===== src/adctm_pkg.sv =====
// Package for the converter timing and auxiliary negative-input select block
package adctm_pkg;
	// Register byte offsets on APB
	localparam logic [11:0] ADCTM_TIMING_OFF   = 12'h000;
	localparam logic [11:0] ADCTM_AUXSEL_OFF   = 12'h004;
	localparam logic [11:0] ADCTM_STATUS_OFF   = 12'h008;
	localparam logic [11:0] ADCTM_TRIGGER_OFF  = 12'h00c;
	// Timing register field positions
	localparam int ADCTM_SRC_BIT     = 15;
	localparam int ADCTM_SAMC_LSB    = 8;
	localparam int ADCTM_SAMC_W      = 5;
	localparam int ADCTM_DIV_LSB     = 0;
	localparam int ADCTM_DIV_W       = 8;
	// Aux select field positions
	localparam int ADCTM_NEGB_LSB    = 9;
	localparam int ADCTM_NEGB_W      = 2;
	localparam int ADCTM_SELB_BIT    = 8;
	localparam int ADCTM_SELA_BIT    = 0;
	localparam int ADCTM_NEGA_LSB    = 1;
	// Reset values
	localparam logic [15:0] ADCTM_TIMING_RST = 16'h0000;
	localparam logic [15:0] ADCTM_AUXSEL_RST = 16'h0000;
	// Writable masks
	localparam logic [15:0] ADCTM_TIMING_WMASK = 16'h9fff;
	localparam logic [15:0] ADCTM_AUXSEL_WMASK = 16'h0607;
	localparam logic [7:0]  ADCTM_DIV_MAX      = 8'h3f;
	// Variant: smaller part routes fewer negative inputs
	localparam bit ADCTM_LARGE_VARIANT = 1'b1;
	// Negative input source per channel
	typedef enum logic [2:0] {
		ADCTM_NEG_NC    = 3'h0,
		ADCTM_NEG_VREF  = 3'h1,
		ADCTM_NEG_AN6   = 3'h2,
		ADCTM_NEG_AN7   = 3'h3,
		ADCTM_NEG_AN8   = 3'h4,
		ADCTM_NEG_AN9   = 3'h5
	} adctm_neg_t;
	// Resolved timing controls
	typedef struct packed {
		logic       conv_clock_source_sel;
		logic [4:0] auto_sample_time;
		logic [7:0] conv_clock_divider;
	} adctm_timing_t;
	// Negative routing for channels 1..3 during sample B
	typedef struct packed {
		adctm_neg_t ch1;
		adctm_neg_t ch2;
		adctm_neg_t ch3;
		logic       reserved;
	} adctm_route_t;
endpackage


===== src/adctm_top.sv =====
// Converter timing and auxiliary negative-input select registers on APB
//
// Summary of operation
// - Sample time equals field value, 0..31
// - Clock period is Tcy times divider plus one
// - Aux select bits 15..11 read zero
// - All sample B negative codes reserved in 12-bit
// - Codes 00/01 connect negative reference to 1..3
// - Small part: code 10 gives 6,7,NC
// - Large part: code 10 gives 6,7,8
// - Large part: code 11 gives 9,NC,NC
//
// Decided for this implementation: register access over APB and the placing of the registers.
`timescale 1ns/10ps
module adctm_top
(
	// Clock and reset
	input  wire logic               pclk,
	input  wire logic               presetn,
	// APB slave
	input  wire logic               psel,
	input  wire logic               penable,
	input  wire logic               pwrite,
	input  wire logic [11:0]        paddr,
	input  wire logic [31:0]        pwdata,
	input  wire logic [3:0]         pstrb,
	output logic      [31:0]        prdata,
	output logic                    pready,
	output logic                    pslverr,
	// Converter context
	input  wire logic               conversion_trigger_source,
	input  wire logic               twelve_bit_mode_sel,
	input  wire logic               sample_start,
	// Converter controls
	output adctm_pkg::adctm_timing_t timing,
	output adctm_pkg::adctm_route_t  route_b,
	output logic                    tad_tick,
	output logic                    sample_done
);
	import adctm_pkg::*;

	logic [15:0] timing_q, timing_d;
	logic [15:0] auxsel_q, auxsel_d;
	logic [7:0]  tcy_cnt_q, tcy_cnt_d;
	logic [4:0]  samp_cnt_q, samp_cnt_d;
	logic        sampling_q, sampling_d;
	logic        done_q, done_d;
	logic [31:0] prdata_q, prdata_d;
	logic        pslverr_q, pslverr_d;

	// APB decode
	wire access   = psel & penable;
	wire wr_en    = access & pwrite;
	wire hit_tim  = paddr == ADCTM_TIMING_OFF;
	wire hit_aux  = paddr == ADCTM_AUXSEL_OFF;
	wire hit_sts  = paddr == ADCTM_STATUS_OFF;
	wire hit_trg  = paddr == ADCTM_TRIGGER_OFF;
	wire hit_any  = hit_tim | hit_aux | hit_sts | hit_trg;
	wire [15:0] lane_mask = {{8{pstrb[1]}}, {8{pstrb[0]}}};

	// Field views
	wire       src_rc   = timing_q[ADCTM_SRC_BIT];
	wire [4:0] samc     = timing_q[ADCTM_SAMC_LSB +: ADCTM_SAMC_W];
	wire [7:0] divf     = timing_q[ADCTM_DIV_LSB +: ADCTM_DIV_W];
	wire       div_rsvd = divf > ADCTM_DIV_MAX;
	wire [1:0] negb     = auxsel_q[ADCTM_NEGB_LSB +: ADCTM_NEGB_W];

	// Bits a write may change: enabled lanes and implemented bits
	wire [15:0] tim_wbits = lane_mask & ADCTM_TIMING_WMASK;
	wire [15:0] aux_wbits = lane_mask & ADCTM_AUXSEL_WMASK;

	// Register writes, masked by lanes and implemented bits
	assign timing_d = (wr_en & hit_tim)
		? (timing_q & ~tim_wbits) | (pwdata[15:0] & tim_wbits)
		: timing_q;
	assign auxsel_d = (wr_en & hit_aux)
		? (auxsel_q & ~aux_wbits) | (pwdata[15:0] & aux_wbits)
		: auxsel_q;

	// Read mux; unimplemented bits are zero by masking
	wire [31:0] rd_tim = {16'h0000, timing_q & ADCTM_TIMING_WMASK};
	wire [31:0] rd_aux = {16'h0000, auxsel_q & ADCTM_AUXSEL_WMASK};
	wire [4:0]  sts_bits = {route_b.reserved, div_rsvd, done_q, sampling_q, src_rc};
	wire [31:0] rd_sts   = {27'h0000000, sts_bits};
	assign prdata_d = hit_tim ? rd_tim :
		hit_aux ? rd_aux :
		hit_sts ? rd_sts : 32'h00000000;

	// Unmapped address seen in setup flags the following access
	assign pslverr_d = psel & ~penable & ~hit_any;

	// Tad enable: divider counts Tcy = pclk; held when RC source selected
	wire       tcy_wrap    = tcy_cnt_q >= divf;
	wire [7:0] tcy_cnt_inc = tcy_cnt_q + 8'h01;
	assign tcy_cnt_d = (src_rc | tcy_wrap) ? 8'h00 : tcy_cnt_inc;
	assign tad_tick  = src_rc ? 1'b1 : tcy_wrap;

	// Auto sample timer, armed only when the trigger source is automatic
	wire       auto_en   = conversion_trigger_source;
	wire       trg_wr    = wr_en & hit_trg;
	wire       start_ok  = auto_en & ~sampling_q & (sample_start | trg_wr);
	wire       samc_zero = samc == 5'h00;
	wire [4:0] samc_last = samc - 5'h01;
	wire       cnt_tick  = sampling_q & tad_tick;
	wire       samp_end  = cnt_tick & (samc_zero | (samp_cnt_q >= samc_last));
	assign sampling_d = start_ok ? ~samc_zero : (samp_end ? 1'b0 : sampling_q);
	assign samp_cnt_d = start_ok ? 5'h00 :
		(cnt_tick & ~samp_end) ? samp_cnt_q + 5'h01 : samp_cnt_q;
	assign done_d = samp_end | (start_ok & samc_zero);

	// Sample B negative routing decode
	always_comb begin
		route_b.ch1      = ADCTM_NEG_VREF;
		route_b.ch2      = ADCTM_NEG_VREF;
		route_b.ch3      = ADCTM_NEG_VREF;
		route_b.reserved = 1'b0;
		if (twelve_bit_mode_sel) begin
			route_b.ch1      = ADCTM_NEG_NC;
			route_b.ch2      = ADCTM_NEG_NC;
			route_b.ch3      = ADCTM_NEG_NC;
			route_b.reserved = 1'b1;
		end else begin
			unique case (negb)
				2'h0, 2'h1: begin
					route_b.ch1 = ADCTM_NEG_VREF;
					route_b.ch2 = ADCTM_NEG_VREF;
					route_b.ch3 = ADCTM_NEG_VREF;
				end
				2'h2: begin
					route_b.ch1 = ADCTM_NEG_AN6;
					route_b.ch2 = ADCTM_NEG_AN7;
					route_b.ch3 = ADCTM_LARGE_VARIANT ? ADCTM_NEG_AN8 : ADCTM_NEG_NC;
				end
				2'h3: begin
					if (ADCTM_LARGE_VARIANT) begin
						route_b.ch1 = ADCTM_NEG_AN9;
						route_b.ch2 = ADCTM_NEG_NC;
						route_b.ch3 = ADCTM_NEG_NC;
					end else begin
						route_b.ch1      = ADCTM_NEG_NC;
						route_b.ch2      = ADCTM_NEG_NC;
						route_b.ch3      = ADCTM_NEG_NC;
						route_b.reserved = 1'b1;
					end
				end
			endcase
		end
	end

	// Timing outputs
	assign timing.conv_clock_source_sel = src_rc;
	assign timing.auto_sample_time      = samc;
	assign timing.conv_clock_divider    = divf;

	// APB answers in its access cycle
	assign pready      = 1'b1;
	assign prdata      = prdata_q;
	assign pslverr     = pslverr_q;
	assign sample_done = done_q;

	// Timing register
	always_ff @(posedge pclk or negedge presetn) begin
		if (!presetn) begin
			timing_q <= ADCTM_TIMING_RST;
		end else begin
			timing_q <= timing_d;
		end
	end

	// Aux select register
	always_ff @(posedge pclk or negedge presetn) begin
		if (!presetn) begin
			auxsel_q <= ADCTM_AUXSEL_RST;
		end else begin
			auxsel_q <= auxsel_d;
		end
	end

	// Conversion clock divider count
	always_ff @(posedge pclk or negedge presetn) begin
		if (!presetn) begin
			tcy_cnt_q <= 8'h00;
		end else begin
			tcy_cnt_q <= tcy_cnt_d;
		end
	end

	// Auto sample timer state
	always_ff @(posedge pclk or negedge presetn) begin
		if (!presetn) begin
			samp_cnt_q <= 5'h00;
			sampling_q <= 1'b0;
		end else begin
			samp_cnt_q <= samp_cnt_d;
			sampling_q <= sampling_d;
		end
	end

	// Sample done pulse
	always_ff @(posedge pclk or negedge presetn) begin
		if (!presetn) begin
			done_q <= 1'b0;
		end else begin
			done_q <= done_d;
		end
	end

	// Read data captured in setup, stands through access
	always_ff @(posedge pclk or negedge presetn) begin
		if (!presetn) begin
			prdata_q <= 32'h00000000;
		end else if (psel & ~penable) begin
			prdata_q <= prdata_d;
		end
	end

	// Error flag, high only in the access of an unmapped address
	always_ff @(posedge pclk or negedge presetn) begin
		if (!presetn) begin
			pslverr_q <= 1'b0;
		end else begin
			pslverr_q <= pslverr_d;
		end
	end
endmodule


===== config.mk =====
export PLATFORM = sky130hd
export DESIGN_NAME = adctm_top
export DESIGN_NICKNAME = d
export VERILOG_FILES = /design/src/adctm_pkg.sv /design/src/adctm_top.sv
export SDC_FILE = /design/constraint.sdc
export NUM_CORES = 1
export LEC_CHECK = 0
export ABC_AREA = 1
export BUFFER_PORTS_ARGS = -buffer_cell sky130_fd_sc_hd__buf_2
export CORE_MARGIN = 2
export CORE_UTILIZATION = 45
export CTS_BUF_LIST = sky130_fd_sc_hd__clkbuf_2 sky130_fd_sc_hd__clkbuf_4 sky130_fd_sc_hd__clkbuf_8
export DETAILED_ROUTE_END_ITERATION = 6
export PLACE_DENSITY = 0.74
export SETUP_SLACK_MARGIN = 0.3
export SYNTH_ARGS = -nofsm -noshare
export SYNTH_HDL_FRONTEND = slang
export SYNTH_SLANG_ARGS = --single-unit

===== constraint.sdc =====
create_clock -name pclk -period 2.16 [get_ports pclk]
set_input_delay 0.432 -clock pclk [delete_from_list [all_inputs] [get_ports pclk]]
set_output_delay 0.432 -clock pclk [all_outputs]
set_load 0.03 [all_outputs]

Yosys cells after proc, flatten, opt, wreduce, memory -nomap -nowiden

Cells that the tools add are included.

Flip-flop bits (word level): 80
Bits in latches: 0
RAM bits: 0
ROM bits: 0
Bits of input ports: 56
Output and inout port bits: 60
Word-level logic and storage cells: 70
Memories: 0

Add/sub/neg operators: 3
Multiply operators: 0
Divide/modulo/power cells: 0
Order comparisons: 3
Equality and inequality tests: 6
Shifts and indexed selects: 0
Mux-type cells: 11
Bitwise operators: 33
Reduce and logical (&&, ||, !) cells: 6

Operators by type and width:

| operator                                                             | count |
|---|---|
| 16-bit AND                                                           | 3 |
| 16-bit bitwise OR                                                    | 2 |
| 9-bit one-hot mux with 3 select lines                                | 1 |
| 12-bit by 4-bit == test with 1-bit output, second input constant     | 2 |
| 16-bit by 11-bit AND with 16-bit output                              | 1 |
| 16-bit 2-to-1 mux                                                    | 1 |
| 11-bit inverter with 16-bit output                                   | 1 |
| 16-bit inverter                                                      | 1 |
| 5-bit 2-to-1 mux                                                     | 3 |
| 1-bit AND                                                            | 13 |
| 12-bit by 3-bit == test with 1-bit output, second input constant     | 1 |
| 12-bit zero test                                                     | 1 |
| 11-bit 2-to-1 mux                                                    | 1 |
| 10-bit 2-to-1 mux                                                    | 1 |
| 8-bit by 1-bit adder with 8-bit output, second input constant        | 1 |
| 8-bit >= comparator                                                  | 1 |
| 8-bit by 6-bit > comparator with 1-bit output, second input constant | 1 |
| 8-bit 2-to-1 mux                                                     | 1 |
| 1-bit bitwise OR                                                     | 7 |
| 5-bit by 1-bit adder with 5-bit output, second input constant        | 1 |
| 5-bit >= comparator                                                  | 1 |
| 5-bit zero test                                                      | 1 |
| 1-bit inverter                                                       | 5 |
| 5-bit by 1-bit subtractor with 5-bit output, second input constant   | 1 |
| other kinds (6)                                                      | 10 |

Longest topological paths before layout

Word-level depth: 8
Depth in mapped cells: 16
Mapped depth without buffers: 16

Worst setup path after synthesis

Ideal clock, no wire load.

Kind: reg2reg
Start: register (tool-made name)
End: register samp_cnt_q[1]
Setup time: 65 ps
Arrival: 2211 ps
Data required time: 2095 ps
Setup slack: -116 ps
Stages on the path, launching flop included: 17
Buffers on the path: 0
Period minus slack after synthesis: 2276 ps
Cells stage by stage: dfrtp_1 inv_1 ha_1 nand2_1 nand2_1 nand2_1 inv_1 ha_1 nand2_1 inv_1 a21oi_1 nand3_1 nor2_1 nand3_1 inv_1 nand2_1 nand2_1

RTL lines:

| item                 | RTL line         | source |
|---|---|---|
| to (signal assigned) | adctm_top.sv:194 | `samp_cnt_q <= samp_cnt_d;` |
| to (decl)            | adctm_top.sv:45  | `logic [4:0] samp_cnt_q, samp_cnt_d;` |

==> impl_results.md <==
* Num CTS Buffers at 5
* Max-slew headroom at 0.5406
* Top Ports at 116
* Most frequent cells in the layout: 82 x nand2_1, 73 x buf_2, 43 x dfrtp_1, 39 x inv_1, 24 x buf_4
* Clk sinks at 49
* Initial antenna violation count at 0
* Cell Area, Synth at 0.002853 mm²
* Final setup fails at 0
* Max Fclk at 482.8 MHz
* Starting Density at 0.4571
* Number of flops mapped to enable cells by yosys at 0
* Antenna-violating nets left at 0
* Worst skew pair latency at 0.32 ns
* Die width at 83.62 µm
* Port bufs at 74
* Area growth syn-to-layout at 29.08%
* Worst setup EP type: output pin
* Tcrit/Tclk final at 0.9588
* Post-DP HPWL at 4767 µm
* CP required at 1.73 ns
* Skew final at 0.01429 ns
* Most common cell after layout, fill and taps aside: nand2_1
* CTS max path bufs at 2
* Fin nets at 522
* # DRC at 0
* Mean area per synthesized cell at 8.036 µm²
* Fin. Hold Viols at 0
* Global-route wire length before repair at 10,770 µm
* WL/cell at 12.88 µm
* Yosys cell types at 31
* Die height at 83.62 µm
* Ys flop type: dfrtp_1
* Final Critical Period at 2.071 ns
* Pins Over Slew Limit at 0
* Fill cells at 550
* Sequential fraction of the synthesis area at 0.4298
* Final WL at 6798 µm
* Leakage at 1.981 nW
* Maximum VDD drop at 0.2937 mV
* Crit path max fanout at 2
* Synth Instances at 355
* Worst-path clk slew at 0.10 ns
* Gpl congestion at 0.8949
* Crit Path Category: flip-flop to output pin
* Slew @ Worst Pin at 0.6883 ns
* Largest net degree at the start of global routing at 50
* Post-layout util at 0.5900
* Inserted Diodes at 0
* Cell Rows at 29
* RSZ-0062 raised after global routing: yes
* Vias per cell at 4.900
* Yosys warning total at 0
* CTS Root Cell: clkbuf_8
* Iteration-0 DRC Markers at 142
* Max-Cap Viols at 0
* Layout cells sized above 1 at 0.3659
* Vias at 2,587
* Gr usage total at 0.1906
* DIE AREA at 0.006992 mm²
* Launching element type of the critical path: flip-flop
* CTS tree: yes
* Worst min-delay path class: input pin to async pin
* Crit path arrival time at 1.64 ns
* Pwr per Cell Area at 563.7 mW/mm²
* FF+latch count, synth at 49
* Async SR Flop Fraction at 1.000
* CTS HTree Levels at 2
* Setup TNS at 0 ns
* Core Area at 0.006241 mm²
* Vias in the first global route at 2,428
* First-pass detailed-route iteration total at 4
* Total grt overflow at 0
* Status: completed
## metal layers
layer,global-route usage,part of all wire,up-vias
li1,-,-,1273
met1,0.2407,0.44,1219
met2,0.3185,0.49,79
met3,0.03660,0.052,16
met4,0.08358,0.023,0
met5,0,0,-
## power by group
group / internal (mW) / switching, mW
registers: 0.971 / 0.0762
logic: 0.175 / 0.278
clock network: 0.260 / 0.316
total: 1.41 / 0.670
## metrics by stage
step	hold slack [ns]	power (mW)	area [µm²]	setup slack, ns	std cells
global route	0.1206	2.187	3682	0.008630	528
finish	0.09072	2.076	3682	0.08894	528
detailed placement	0.4385	1.450	3284	0.1033	500
floorplan	0.1364	1.356	2987	0.2043	374
global placement	0.4408	1.437	3284	0.1504	500
CTS	0.1055	2.044	3562	0.1125	522
## cell usage after synthesis, types with 3 or more instances
master / n / area [µm²]
nor2_1: 24 / 90.09
a21oi_1: 5 / 25.02
xnor2_1: 3 / 26.28
nand3_1: 20 / 100.1
dfrtp_1: 49 / 1226
nand4_1: 4 / 25.02
ha_1: 16 / 200.2
buf_4: 24 / 180.2
xor2_1: 5 / 43.79
clkbuf_1: 3 / 11.26
inv_1: 49 / 183.9
o21ai_0: 21 / 105.1
o31ai_1: 7 / 52.55
o211ai_1: 3 / 22.52
nand2_1: 95 / 356.6
nor3_1: 6 / 30.03
## cell families after synthesis
| logic type | share of synthesized area |
|---|---|
| AND/OR/NAND/NOR | 0.2474 |
| buffers and inverters | 0.1390 |
| flip-flops | 0.4298 |
| AO/OA/AOI/OAI | 0.08640 |
| adder cells (fa/ha/maj) | 0.07017 |
| XOR/XNOR | 0.02456 |
| other | 0.002633 |
## layout make-up
| class | instances | area (µm²) | area share |
|---|---|---|---|
| multi-input cells | 246 | 1488 | 0.4040 |
| flip-flops and latches | 49 | 1234 | 0.3350 |
| repair buffers | 99 | 576.8 | 0.1566 |
| inverters | 49 | 191.4 | 0.05199 |
| well taps | 77 | 96.34 | 0.02616 |
| clock buffers | 6 | 82.58 | 0.02243 |
| clock inverters | 2 | 13.76 | 0.003738 |
## critical path: stages (launching register included)
cell and delay (ns):
dfrtp_2 0.43, inv_2 0.08, ha_4 0.21, nand2_4 0.06, inv_2 0.04, nand2_2 0.06, nand3_2 0.09, nor2_4 0.12
nand2_2 0.08, buf_6 0.14
## final timing paths
path	startpoint	end	slack (ns)	depth (start not counted)
max in group asynchronous	presetn	async pin	1.82	2
min in group pclk	pwdata[6]	flip-flop	0.32	3
setup reg to reg	flip-flop	samp_cnt_q[1]$_DFFE_PN0P_	0.10	15
setup / recovery	flip-flop	tad_tick	0.09	9
hold reg to reg	prdata[2]$_DFFE_PN0P_	prdata[2]$_DFFE_PN0P_	0.48	2
hold / removal	presetn	async pin	0.09	2
## timing repair
action,4_1_cts,5_1_grt
cloned,0,0
buffers inserted,14,6
pin swaps,17,12
gates resized for setup,22,19
endpoints found under the setup margin,7,8
hold buffers,0,0
Power figures use the tool's default switching activity.
